--- config.mk ---
export PLATFORM = sky130hd
export DESIGN_NAME = qect_top
export DESIGN_NICKNAME = d
export VERILOG_FILES = /design/src/qect_pkg.sv /design/src/qect_top.sv
export SDC_FILE = /design/constraint.sdc
export NUM_CORES = 1
export LEC_CHECK = 0
export BUFFER_PORTS_ARGS = -buffer_cell sky130_fd_sc_hd__buf_2
export CAP_MARGIN = 10
export CORE_MARGIN = 2
export CORE_UTILIZATION = 50
export CTS_BUF_LIST = sky130_fd_sc_hd__clkbuf_8
export DETAILED_ROUTE_END_ITERATION = 10
export PLACE_DENSITY = 0.68
export SYNTH_ARGS = -nofsm -noshare
export SYNTH_HDL_FRONTEND = slang
export SYNTH_SLANG_ARGS = --single-unit
--- constraint.sdc ---
create_clock -name ref_clk_in -period 8.05 [get_ports ref_clk_in]
set_clock_uncertainty 0.15 [all_clocks]
set_input_delay 0 -clock ref_clk_in [delete_from_list [all_inputs] [get_ports ref_clk_in]]
set_output_delay 0 -clock ref_clk_in [all_outputs]
set_load 0.01 [all_outputs]
--- src/qect_pkg.sv ---
package qect_pkg;
  // Register byte offsets
  localparam logic [7:0] QECT_CTRL_OFS    = 8'h00;
  localparam logic [7:0] QECT_PER_SPD_OFS = 8'h04;
  localparam logic [7:0] QECT_PER_POS_OFS = 8'h08;
  localparam logic [7:0] QECT_CNT0_OFS    = 8'h0C;
  localparam logic [7:0] QECT_CNT1_OFS    = 8'h10;
  localparam logic [7:0] QECT_CNT2_OFS    = 8'h14;
  localparam logic [7:0] QECT_PW_CAP_OFS  = 8'h18;
  localparam logic [7:0] QECT_PW_BUF_OFS  = 8'h1C;
  localparam logic [7:0] QECT_C1_SPD_OFS  = 8'h20;
  localparam logic [7:0] QECT_C1_POS_OFS  = 8'h24;
  localparam logic [7:0] QECT_C2_SPD_OFS  = 8'h28;
  localparam logic [7:0] QECT_C2_POS_OFS  = 8'h2C;
  localparam logic [7:0] QECT_STAT_OFS    = 8'h30;
  localparam logic [7:0] QECT_MASK_OFS    = 8'h34;
  // Control field positions
  localparam int QECT_C_RUN0   = 0;
  localparam int QECT_C_MODE1  = 1;  // two bits
  localparam int QECT_C_MODE2  = 3;  // two bits
  localparam int QECT_C_EN1    = 5;
  localparam int QECT_C_EN2    = 6;
  localparam int QECT_C_PWSRC  = 7;
  localparam int QECT_C_CAPEN  = 8;
  localparam int QECT_C_PWEN   = 9;
  localparam int QECT_C_CLRSEL = 10;
  localparam int QECT_C_IDXCLR = 11;
  localparam int QECT_CTRL_W   = 12;
  // Status field positions
  localparam int QECT_S_SPD  = 0;
  localparam int QECT_S_POS  = 1;
  localparam int QECT_S_PW   = 2;
  localparam int QECT_S_IDX1 = 3;
  localparam int QECT_S_IDX2 = 4;
  localparam int QECT_S_W    = 5;
  localparam int QECT_S_DIR1 = 5;
  localparam int QECT_S_DIR2 = 6;
  // Reset values
  localparam logic [QECT_CTRL_W-1:0] QECT_CTRL_RST = 12'h000;
  localparam logic [15:0]            QECT_PER_RST  = 16'hFFFF;
  // Phase counting sub-modes
  typedef enum logic [1:0] {
    QECT_MODE_X4   = 2'h0,
    QECT_MODE_PDIR = 2'h1,
    QECT_MODE_UPDN = 2'h2,
    QECT_MODE_BONLY = 2'h3
  } qect_mode_t;
endpackage

--- src/qect_top.sv ---
`timescale 1ns/100ps
// Summary of operation
// RQ1: Channels 1,2 count encoder inputs up/down
// RQ2: Phase order decides increment or decrement
// RQ3: Four selectable sub-modes, all up/down
// RQ4: Direction flag readable per channel
// RQ5: Mode 1 counts every edge both phases
// RQ6: Mode 4 counts only phase B edges
// RQ7: Mode 2 is pulse plus direction level
// RQ8: Mode 3 has separate up/down pulses
// RQ9: Channel 0 interval timer raises loop interrupt
// RQ10: Channel 0 match captures channel 1 count
// RQ11: External count clocks capture channel 0 time
// RQ12: Channel 1 pins a/b, channel 2 c/d
// RQ13: Encoder drives a/b and index pin
// RQ14: Pulse width capture keeps previous in buffer
// RQ15: Compare match clears channel 0 counter
// RQ16: Encoder gives quadrature phases, one index/turn
// RQ17: Two-stage synchronisers before edge detection
// RQ18: A leading counts up, B leading down
module qect_top
  import qect_pkg::*;
#(
  parameter int CW = 16
) (
  input  wire logic        ref_clk_in,          // 100 MHz clock
  input  wire logic        reset_in,            // Sync reset, high
  input  wire logic        wb_cyc_in,           // Wishbone cycle
  input  wire logic        wb_stb_in,           // Wishbone strobe
  input  wire logic        wb_we_in,            // Write enable
  input  wire logic [7:0]  wb_adr_in,           // Byte address
  input  wire logic [3:0]  wb_sel_in,           // Byte lanes
  input  wire logic [31:0] wb_dat_in,           // Write data
  output logic      [31:0] wb_dat_out,          // Read data
  output logic             wb_ack_out,          // Acknowledge
  input  wire logic        ext_count_in_a,      // Ch1 phase A
  input  wire logic        ext_count_in_b,      // Ch1 phase B
  input  wire logic        ext_count_in_c,      // Ch2 phase A
  input  wire logic        ext_count_in_d,      // Ch2 phase B
  input  wire logic        index_pulse_irq_in,  // Ch1 index
  input  wire logic        second_index_irq_in, // Ch2 index
  output logic             irq_out              // Level interrupt
);

  // Direction for modes 1 and 4: A_new xor B_old is high when A leads B,
  // so one xor covers both edges of both phases without a table
  // Both phases moving in one cycle is ambiguous and gives no count
  // Step decode: returns {up, down} for one channel
  function automatic logic [1:0] qect_step(input logic [1:0] mode, input logic a, input logic b,
                                           input logic pa, input logic pb);
    logic ea;
    logic eb;
    logic up;
    ea = a ^ pa;
    eb = b ^ pb;
    up = a ^ pb;  // RQ18
    qect_step = 2'h0;
    case (mode)
      QECT_MODE_X4: begin
        if (ea ^ eb) qect_step = up ? 2'h2 : 2'h1;  // RQ5 RQ2
      end
      QECT_MODE_BONLY: begin
        if (eb && !ea) qect_step = up ? 2'h2 : 2'h1;  // RQ6
      end
      QECT_MODE_PDIR: begin
        if (ea && a) qect_step = b ? 2'h2 : 2'h1;  // RQ7
      end
      QECT_MODE_UPDN: begin
        // Simultaneous up and down pulses cancel rather than guess
        qect_step = {ea && a, eb && b};  // RQ8
        if (qect_step == 2'h3) qect_step = 2'h0;
      end
      default: qect_step = 2'h0;
    endcase
  endfunction

  // Pin pipeline: bits 0 to 3 carry inputs a to d, bits 4 and 5 the index pins
  logic [5:0]             s1_reg;
  logic [5:0]             s2_reg;
  logic [5:0]             s3_reg;
  logic [QECT_CTRL_W-1:0] ctrl_reg;
  logic [15:0]            per_spd_reg;
  logic [15:0]            per_pos_reg;
  logic [CW-1:0]          cnt0_reg;
  logic [CW-1:0]          updown_position_counter_reg;
  logic [CW-1:0]          cnt2_reg;
  logic [CW-1:0]          interval_capture_reg;
  logic [CW-1:0]          pw_buf_reg;
  logic [CW-1:0]          c1_spd_reg;
  logic [CW-1:0]          c1_pos_reg;
  logic [CW-1:0]          c2_spd_reg;
  logic [CW-1:0]          c2_pos_reg;
  logic                   dir1_reg;
  logic                   dir2_reg;
  logic [QECT_S_W-1:0]    stat_reg;
  logic [QECT_S_W-1:0]    mask_reg;
  logic [1:0]             step1;
  logic [1:0]             step2;
  logic                   match_spd;
  logic                   match_pos;
  logic                   pw_edge;
  logic                   idx1_rise;
  logic                   idx2_rise;
  logic                   wr_stb;
  logic [QECT_S_W-1:0]    ev;
  logic [QECT_S_W-1:0]    w1c;

  // Two-stage synchronisers; third stage is the edge reference
  // Limitation: each pin level must stand a full cycle or edges merge
  always_ff @(posedge ref_clk_in) begin
    if (reset_in) begin
      s1_reg <= 6'h00;
      s2_reg <= 6'h00;
      s3_reg <= 6'h00;
    end else begin
      s1_reg <= {second_index_irq_in, index_pulse_irq_in, ext_count_in_d, ext_count_in_c,
                 ext_count_in_b, ext_count_in_a};  // RQ17 RQ12
      s2_reg <= s1_reg;  // RQ17
      s3_reg <= s2_reg;
    end
  end

  // Edge and step decode per channel
  // Index acts on its rising edge only, so a held level clears once
  assign step1     = qect_step(ctrl_reg[QECT_C_MODE1 +: 2], s2_reg[0], s2_reg[1],
                               s3_reg[0], s3_reg[1]);  // RQ1 RQ3
  assign step2     = qect_step(ctrl_reg[QECT_C_MODE2 +: 2], s2_reg[2], s2_reg[3],
                               s3_reg[2], s3_reg[3]);  // RQ1 RQ3
  assign idx1_rise = s2_reg[4] & ~s3_reg[4];
  assign idx2_rise = s2_reg[5] & ~s3_reg[5];
  // Any edge of the selected channel's count clocks
  assign pw_edge   = ctrl_reg[QECT_C_PWEN] &
                     (ctrl_reg[QECT_C_PWSRC] ? |(s2_reg[3:2] ^ s3_reg[3:2])
                                             : |(s2_reg[1:0] ^ s3_reg[1:0]));  // RQ11
  // Matches are gated by run so a stopped timer raises no events
  assign match_spd = ctrl_reg[QECT_C_RUN0] && (cnt0_reg == CW'(per_spd_reg));  // RQ9
  assign match_pos = ctrl_reg[QECT_C_RUN0] && (cnt0_reg == CW'(per_pos_reg));

  // Channel 0 interval timer, cleared by the selected match
  // Clear takes the match cycle itself, so a period of N spans N+1 cycles
  always_ff @(posedge ref_clk_in) begin
    if (reset_in) begin
      cnt0_reg <= '0;
    end else if (ctrl_reg[QECT_C_RUN0]) begin
      if (ctrl_reg[QECT_C_CLRSEL] ? match_pos : match_spd) begin
        cnt0_reg <= '0;  // RQ15
      end else begin
        cnt0_reg <= cnt0_reg + CW'(1);  // RQ9
      end
    end
  end

  // Channel 1 position counter; index zeroes it when enabled
  // Index wins over a same-cycle step so the zero point stays exact
  always_ff @(posedge ref_clk_in) begin
    if (reset_in) begin
      updown_position_counter_reg <= '0;
      dir1_reg                    <= 1'b0;
    end else if (idx1_rise && ctrl_reg[QECT_C_IDXCLR]) begin
      updown_position_counter_reg <= '0;  // RQ13
    end else if (ctrl_reg[QECT_C_EN1] && step1 != 2'h0) begin
      updown_position_counter_reg <= step1[1] ? updown_position_counter_reg + CW'(1)
                                              : updown_position_counter_reg - CW'(1);  // RQ1 RQ2
      dir1_reg                    <= step1[1];  // RQ4
    end
  end

  // Channel 2 command counter
  // Same decoder as channel 1, so command pulses get every sub-mode
  always_ff @(posedge ref_clk_in) begin
    if (reset_in) begin
      cnt2_reg <= '0;
      dir2_reg <= 1'b0;
    end else if (idx2_rise && ctrl_reg[QECT_C_IDXCLR]) begin
      cnt2_reg <= '0;
    end else if (ctrl_reg[QECT_C_EN2] && step2 != 2'h0) begin
      cnt2_reg <= step2[1] ? cnt2_reg + CW'(1) : cnt2_reg - CW'(1);  // RQ1 RQ2
      dir2_reg <= step2[1];  // RQ4
    end
  end

  // Loop-period captures of both counters, no external trigger wiring
  // Both counters latch on one edge, so speed and command share a timestamp
  always_ff @(posedge ref_clk_in) begin
    if (reset_in) begin
      c1_spd_reg <= '0;
      c1_pos_reg <= '0;
      c2_spd_reg <= '0;
      c2_pos_reg <= '0;
    end else if (ctrl_reg[QECT_C_CAPEN]) begin
      if (match_spd) begin
        c1_spd_reg <= updown_position_counter_reg;  // RQ10
        c2_spd_reg <= cnt2_reg;  // RQ9
      end
      if (match_pos) begin
        c1_pos_reg <= updown_position_counter_reg;  // RQ10
        c2_pos_reg <= cnt2_reg;
      end
    end
  end

  // Pulse width capture with one-deep buffer
  // Buffer keeps the older width so software can compare two samples
  always_ff @(posedge ref_clk_in) begin
    if (reset_in) begin
      interval_capture_reg <= '0;
      pw_buf_reg           <= '0;
    end else if (pw_edge) begin
      interval_capture_reg <= cnt0_reg;  // RQ11
      pw_buf_reg           <= interval_capture_reg;  // RQ14
    end
  end

  // Wishbone: ack one cycle after the strobe, dropped the next
  // The write lands on the request edge; the master still holds until ack
  // Ack low for a cycle after each access forces a gap between requests
  assign wr_stb = wb_cyc_in & wb_stb_in & wb_we_in & ~wb_ack_out;
  always_ff @(posedge ref_clk_in) begin
    if (reset_in) begin
      wb_ack_out <= 1'b0;
    end else begin
      wb_ack_out <= wb_cyc_in & wb_stb_in & ~wb_ack_out;
    end
  end

  // Control and period registers, low lanes only hold data
  // Upper lanes are ignored: every register fits in sixteen bits
  always_ff @(posedge ref_clk_in) begin
    if (reset_in) begin
      ctrl_reg    <= QECT_CTRL_RST;
      per_spd_reg <= QECT_PER_RST;
      per_pos_reg <= QECT_PER_RST;
      mask_reg    <= '0;
    end else if (wr_stb) begin
      case (wb_adr_in)
        QECT_CTRL_OFS: begin
          if (wb_sel_in[0]) ctrl_reg[7:0] <= wb_dat_in[7:0];
          if (wb_sel_in[1]) ctrl_reg[QECT_CTRL_W-1:8] <= wb_dat_in[QECT_CTRL_W-1:8];
        end
        QECT_PER_SPD_OFS: begin
          if (wb_sel_in[0]) per_spd_reg[7:0] <= wb_dat_in[7:0];
          if (wb_sel_in[1]) per_spd_reg[15:8] <= wb_dat_in[15:8];
        end
        QECT_PER_POS_OFS: begin
          if (wb_sel_in[0]) per_pos_reg[7:0] <= wb_dat_in[7:0];
          if (wb_sel_in[1]) per_pos_reg[15:8] <= wb_dat_in[15:8];
        end
        QECT_MASK_OFS: begin
          if (wb_sel_in[0]) mask_reg <= wb_dat_in[QECT_S_W-1:0];
        end
        default: ;
      endcase
    end
  end

  // Sticky status; a new event wins over a same-cycle clear
  // Letting the clear win would silently lose an event
  assign ev  = {idx2_rise, idx1_rise, pw_edge, match_pos, match_spd};
  assign w1c = (wr_stb && wb_adr_in == QECT_STAT_OFS && wb_sel_in[0]) ? wb_dat_in[QECT_S_W-1:0]
                                                                     : '0;
  always_ff @(posedge ref_clk_in) begin
    if (reset_in) begin
      stat_reg <= '0;
    end else begin
      stat_reg <= (stat_reg & ~w1c) | ev;  // RQ9
    end
  end

  // Level interrupt while any unmasked event is pending
  // Uses the next status value so the pin adds no further cycle of lag
  always_ff @(posedge ref_clk_in) begin
    if (reset_in) begin
      irq_out <= 1'b0;
    end else begin
      irq_out <= |(((stat_reg & ~w1c) | ev) & mask_reg);  // RQ9
    end
  end

  // Read data, registered with the ack; unmapped reads zero
  // Direction bits sit above the sticky bits and ignore write-one-to-clear
  always_ff @(posedge ref_clk_in) begin
    if (reset_in) begin
      wb_dat_out <= 32'h0000_0000;
    end else if (wb_cyc_in & wb_stb_in & ~wb_ack_out) begin
      case (wb_adr_in)
        QECT_CTRL_OFS:    wb_dat_out <= 32'(ctrl_reg);
        QECT_PER_SPD_OFS: wb_dat_out <= 32'(per_spd_reg);
        QECT_PER_POS_OFS: wb_dat_out <= 32'(per_pos_reg);
        QECT_CNT0_OFS:    wb_dat_out <= 32'(cnt0_reg);
        QECT_CNT1_OFS:    wb_dat_out <= 32'(updown_position_counter_reg);
        QECT_CNT2_OFS:    wb_dat_out <= 32'(cnt2_reg);
        QECT_PW_CAP_OFS:  wb_dat_out <= 32'(interval_capture_reg);
        QECT_PW_BUF_OFS:  wb_dat_out <= 32'(pw_buf_reg);
        QECT_C1_SPD_OFS:  wb_dat_out <= 32'(c1_spd_reg);
        QECT_C1_POS_OFS:  wb_dat_out <= 32'(c1_pos_reg);
        QECT_C2_SPD_OFS:  wb_dat_out <= 32'(c2_spd_reg);
        QECT_C2_POS_OFS:  wb_dat_out <= 32'(c2_pos_reg);
        QECT_STAT_OFS:    wb_dat_out <= 32'({dir2_reg, dir1_reg, stat_reg});  // RQ4
        QECT_MASK_OFS:    wb_dat_out <= 32'(mask_reg);
        default:          wb_dat_out <= 32'h0000_0000;
      endcase
    end
  end

endmodule

* After elaboration in Yosys (flattened, before gate mapping)
Index checks and enable logic that the tools add are counted.
** Word-level totals
- Word-level logic and storage cells :: 137
- Input bits :: 55
- Bits in registers :: 252
- Output and inout bits :: 34
** Cells by class
- Eq/ne operators :: 23
- Reduce and logical (&&, ||, !) cells :: 37
- Muxes and demuxes :: 21
- Add/subtract/negate cells :: 5
- Bitwise gates (word level) :: 26
** Operator list (count)
- one-hot mux 16 bit (14 select lines) :: 1
- adder 16 x 1 -> 16 bit, second input constant :: 3
- equality test 8 x 6 -> 1 bit, second input constant :: 6
- two-way mux 16 bit :: 3
- equality test 16 bit :: 2
- equality test 8 x 5 -> 1 bit, second input constant :: 4
- subtractor 16 x 1 -> 16 bit, second input constant :: 2
- two-way mux 2 bit :: 12
- AND reduction 3 bit :: 7
- equality test 8 x 4 -> 1 bit, second input constant :: 2
- one-hot mux 2 bit (4 select lines) :: 2
- logical AND 1 bit :: 14
- equality test 2 bit, second input constant :: 6
- bitwise AND 5 bit :: 2
- equality test 8 x 3 -> 1 bit, second input constant :: 1
- logical NOT 8 bit :: 1
- AND reduction 2 bit :: 4
- OR reduction 2 bit :: 4
- bitwise XOR 1 bit :: 8
- bitwise AND 1 bit :: 7
- two-way mux 5 bit :: 1
- inverter 1 bit :: 5
- inverter 5 bit :: 1
- OR 5 bit :: 1
- other kinds (7) :: 13

* Depth between registers and ports, before layout
- Word-level depth :: 11
- Gate-level depth with buffers :: 15
- Depth with buffers taken out :: 15

* Worst setup path before layout
No wires, ideal clock.
- Kind :: register -> register
- From :: reg s3_reg[1]
- To :: reg updown_position_counter_reg[9]
- Library setup time :: 0.122 ns
- Buffers on the path :: 0
- Arrival :: 3.476 ns
- Data required time :: 7.778 ns
- Path slack :: 4.302 ns
- Cell stages (with the launch flop) :: 14
- Clock period less this slack :: 3.748 ns
- Cell sequence :: dfxtp_1 > inv_1 > ha_1 > inv_1 > ha_1 > o31ai_1 > a22oi_1 > ha_1 > a211oi_1 > o21ai_0 > o21a_1 > o21ai_0 > a2111oi_0 > a311o_1
** On the way
- Longest elaborated chain between the ends :: 7
- Elaborated cells between the ends (all ways) :: 14
- Classes of those cells :: eq/ne: 1; mux: 6; bitwise: 3; reduce/logical: 4
** Ends and longest elaborated chain
- start, declared :: RTL line qect_top.sv:80 : logic [5:0] s3_reg;
- start signal, assigned :: RTL line qect_top.sv:119 : s3_reg <= s2_reg;
- bitwise XOR 1 bit :: RTL line qect_top.sv:55 : eb = b ^ pb;
- logical AND 1 bit :: RTL line qect_top.sv:70 : qect_step = {ea && a, eb && b};
- equality test 2 bit :: RTL line qect_top.sv:71 : if (qect_step == 2'h3) qect_step = 2'h0;
- two-way mux 2 bit :: RTL line qect_top.sv:71
- one-hot mux 2 bit (4 select lines) (*) :: RTL line qect_top.sv:58 : case (mode)
- nonzero test 2 bit :: RTL line qect_top.sv:161 : end else if (ctrl_reg[QECT_C_EN1] && step1 != 2'h0) begin
- logical AND 1 bit :: RTL line qect_top.sv:161
- end signal, assigned :: RTL line qect_top.sv:162 : updown_position_counter_reg <= step1[1] ? updown_position_counter_reg + CW'(1)
- end, declared :: RTL line qect_top.sv:85 : logic [CW-1:0] updown_position_counter_reg;
Every way passes the cells marked *; elsewhere a longest branch is shown, timed or not.
A chain may end at the register's enable or synchronous reset.

* Worst setup path after layout
- From :: reg s3_reg[3]
- To :: reg cnt2_reg[12]
** On the way
- Longest elaborated chain between the ends :: 7
- Elaborated cells between the ends (all ways) :: 14
- Classes of those cells :: eq/ne: 1; mux: 6; bitwise: 3; reduce/logical: 4
** Ends and longest elaborated chain
- bitwise XOR 1 bit :: RTL line qect_top.sv:55
- logical AND 1 bit :: RTL line qect_top.sv:70
- equality test 2 bit :: RTL line qect_top.sv:71
- two-way mux 2 bit :: RTL line qect_top.sv:71
- one-hot mux 2 bit (4 select lines) (*) :: RTL line qect_top.sv:58
- nonzero test 2 bit :: RTL line qect_top.sv:176 : end else if (ctrl_reg[QECT_C_EN2] && step2 != 2'h0) begin
- logical AND 1 bit :: RTL line qect_top.sv:176
- end signal, assigned :: RTL line qect_top.sv:177 : cnt2_reg <= step2[1] ? cnt2_reg + CW'(1) : cnt2_reg - CW'(1);
- end, declared :: RTL line qect_top.sv:86 : logic [CW-1:0] cnt2_reg;
Marked as above.

==> summary.txt <==
Outcome
  – Run status: finished clean

Power
  – Comb pwr share: 0.066
  – Leak: 5.03 nW
  – Clock share of power: 0.436
  – Sequential share of power: 0.497
  – Max VDD drop: 0.129 mV
  – Net Sw Power: between 0.0005 and 0.0006 W
  – Power Internal: between 0.0015 and 0.002 W
  – Switching share of power: 0.244
  – Power Dens Cells: between 150 and 200 mW/mm2

Finish
  – Post-route insts no fill: between 1.5k and 2k
  – Commonest cells after routing, fill and taps aside: nand2_1 (261), dfxtp_1 (236), a21oi_1 (127), nor2_1 (109), mux2i_1 (98)
  – Area Overhead vs Synth: 11.5%
  – Final core occ: 0.570
  – Commonest non-fill, non-tap cell in the layout: nand2_1
  – Proportion of layout cells with a drive suffix above 1: 0.112
  – Final instance area: between 0.01 and 0.015 mm2
  – Nets@finish: about 1.6k

Logic synthesis
  – Post-synth EDFFs: 0
  – Synth Instances: 1478
  – Async SR Flop Fraction: 0
  – Dominant synthesized flop cell: dfxtp_1
  – Post-synthesis register bit count: 236
  – Synthesized area: around 0.012 mm2
  – Yosys top cell area share: 0.379
  – Synth area leaders: dfxtp_1 (38%), mux2i_1 (7.9%), nand2_1 (7.8%), a21oi_1 (5.1%), ha_1 (3.7%)
  – Area leader, netlist: dfxtp_1
  – Yosys cell types: 84
  – Synth Warn #: 0
  – Post-Syn Area per Cell: about 8.4 um2
  – Register area share after synthesis: 0.379

Hold path
  – Worst hold start: wb_dat_in[15]
  – WHS Endpoint: per_pos_reg[15]
  – Hold Crit Class: in2reg
  – Number of stages on the worst hold path: 4

Timing
  – Hold Vio Cnt, Final: 0
  – Slew headroom: 0.281
  – Final Setup Violations: 0
  – Worst slew pin tran: between 1000 and 1500 ps
  – Slew Limit Fails: 0
  – Achievable frequency: 0.206 GHz
  – Min Tclk post-route: about 4800 ps
  – RSZ-0062 raised after global routing: no
  – Fin crit share: 0.602
  – TNS Setup: 0 ps
  – Final worst hold slack: between 70 and 80 ps

Critical path
  – Crit path cell chain: inv_1 > ha_1 > inv_1 > ha_1 > nor3_1 > a31oi_1 > o21ai_1 > inv_1 > fa_1 > a211oi_1 > o21ai_0 > a2111oi_0 > or3_1 > xor2_1 > o22ai_1
  – R2r setup slk: about 3200 ps
  – WP data arrival: 5090 ps
  – Critical path class: reg2reg
  – Reg2reg end: cnt2_reg[12]
  – Critical Path Sink Type: flop
  – Crit-path most repeated cell: inv_1
  – Worst R2R Start: s3_reg[3]
  – Req. time, crit path: just over 8000 ps
  – Worst Reg2Reg Path Length in Cells: 15
  – Crit-path max FO: 15
  – Worst setup SP type: flop
  – Max stage delay on crit path: 690 ps
  – Setup crit start: s3_reg[3]
  – Critical path's slowest cell: o21ai_1

Floorplanning
  – Die span in x: 162 um
  – Die H: 162 um
  – Die Area: approximately 0.026 mm2
  – IO Pins: 89
  – Rows: 57
  – Starting Density: 0.512
  – Core box area: ~0.024 mm2

Place
  – GPL Wtd Cong: slightly above 0.9
  – Placed Instances: roughly 1.8k
  – Dpl cell area: 0.0128 mm2
  – Buffers added on ports: 54
  – Post-DP HPWL: ~26000 um

Clock network
  – Clock Pin Slew Worst Setup and Hold Paths: roughly 60 ps
  – CTS max path bufs: 3
  – CTS Buf Count: 39
  – H-tree depth: 2
  – CTS tree: yes
  – Post-CTS Resized: 0
  – CTS Sinks: around 240
  – Clk root buf: clkbuf_8
  – Clk_lat worst skew: roughly 550 ps

Global routing
  – Overflow after GRT: 0
  – Vias in the first global route: about 10k
  – Overall Global Routing Usage: 0.278
  – Initial antenna violation count: 3
  – Largest net degree at the start of global routing: 66
  – Global-route wire length before repair: 57300 um

Route
  – Wire length on met3: 3630 um
  – Top layer in use: met5
  – Drt pass-1 iters: 8
  – Vias: about 11k
  – DRC Markers: 0
  – M1 wire length: between 15000 and 20000 um
  – Routed met2 length: between 15000 and 20000 um
  – Post-route antenna net violation count: 0
  – Initial DRC Count: 1194
  – Vias per inst: ~6.0
  – DRT Wirelength: approximately 37000 um
  – Drt wl/cell: 19.7 um

Job
  – Max-cap viol count: 0
## worst max-delay path by stage
stage / slack [ps] / to / depth (start not counted)
after floorplan: 4300 / updown_position_counter_reg[9] / 13
after global placement: 3360 / cnt2_reg[12] / 15
after detailed placement: 3180 / cnt2_reg[12] / 15
after CTS: 3150 / cnt2_reg[12] / 15
after global routing: 2840 / cnt2_reg[12] / 15
final: 3200 / cnt2_reg[12] / 15
## cells in the mapped netlist, types with 4 or more instances
cell / number
nor3_1: 28
a21oi_1: 127
buf_2: 23
nor3b_1: 4
and4_1: 5
buf_4: 21
a22oi_1: 40
xnor2_1: 41
and2_1: 6
nor2b_1: 24
a211oi_1: 15
xor2_1: 28
nand4_1: 11
nor2_2: 10
buf_6: 6
o21ai_1: 8
a31oi_1: 5
nor4b_1: 4
a21o_1: 11
ha_1: 37
mux4_2: 6
o211ai_1: 13
o22ai_1: 21
clkbuf_1: 56
nor4_4: 4
nand3_1: 36
nand2_1: 261
dfxtp_1: 236
inv_1: 27
o221ai_1: 4
mux2_2: 12
o21ai_0: 45
a22o_1: 6
and3_1: 8
o31ai_1: 5
nor2_1: 109
mux2i_1: 98
## logic make-up after synthesis
| kind of cell | synth area share |
|---|---|
| xor gates and xnor gates | 0.0484 |
| muxes | 0.100 |
| and+or+nand+nor | 0.206 |
| adders and majority gates | 0.0403 |
| buffers and inverters | 0.0546 |
| other | 0.000300 |
| AOI/OAI and AO/OA | 0.171 |
| DFF | 0.379 |
## layer usage
layer	vias to the layer above	track usage
met5	-	0
met4	2	0.108
met3	106	0.0746
met2	494	0.431
met1	5315	0.370
li1	5301	-
## final cells by class
| class | instances | area (um2) |
|---|---|---|
| inverters | 28 | 105 |
| flip-flops and latches | 236 | 4720 |
| fillers | 2253 | 10500 |
| multi-input cells | 1119 | 7140 |
| clock inverters | 18 | 106 |
| repair buffers | 109 | 781 |
| diodes | 2 | 5.00 |
| well taps | 324 | 405 |
| clock buffers | 47 | 647 |
## critical path, delay by kind of cell (launching register included)
kind | cells | cell delay (ps)
simple gates | 2 | 320
fa+ha+maj | 3 | 1160
flops | 1 | 340
compound gates | 6 | 1900
buf+inv | 3 | 660
xor+xnor | 1 | 150
## metrics by stage
stage / total power [W] / setup slack (ps)
floorplan: 0.00130 / 4300
global placement: 0.00134 / 3360
detailed placement: 0.00134 / 3180
CTS: 0.00238 / 3150
global route: 0.00244 / 2840
finish: 0.00236 / 3200
## power groups by stage
stage / combinational, W / clock [W] / sequential, W
after detailed placement: 0.000140 / 0 / 0.00120
after global routing: 0.000169 / 0.00110 / 0.00117
final: 0.000157 / 0.00103 / 0.00117
after floorplan: 0.000103 / 0 / 0.00120
after global placement: 0.000138 / 0 / 0.00120
after CTS: 0.000154 / 0.00105 / 0.00117
## repair_timing
action,CTS,global route
setup buffers,0,0
hold endpoints to repair,75,0
hold buffers,38,0
Note: power is estimated with default switching activity, not from simulation.
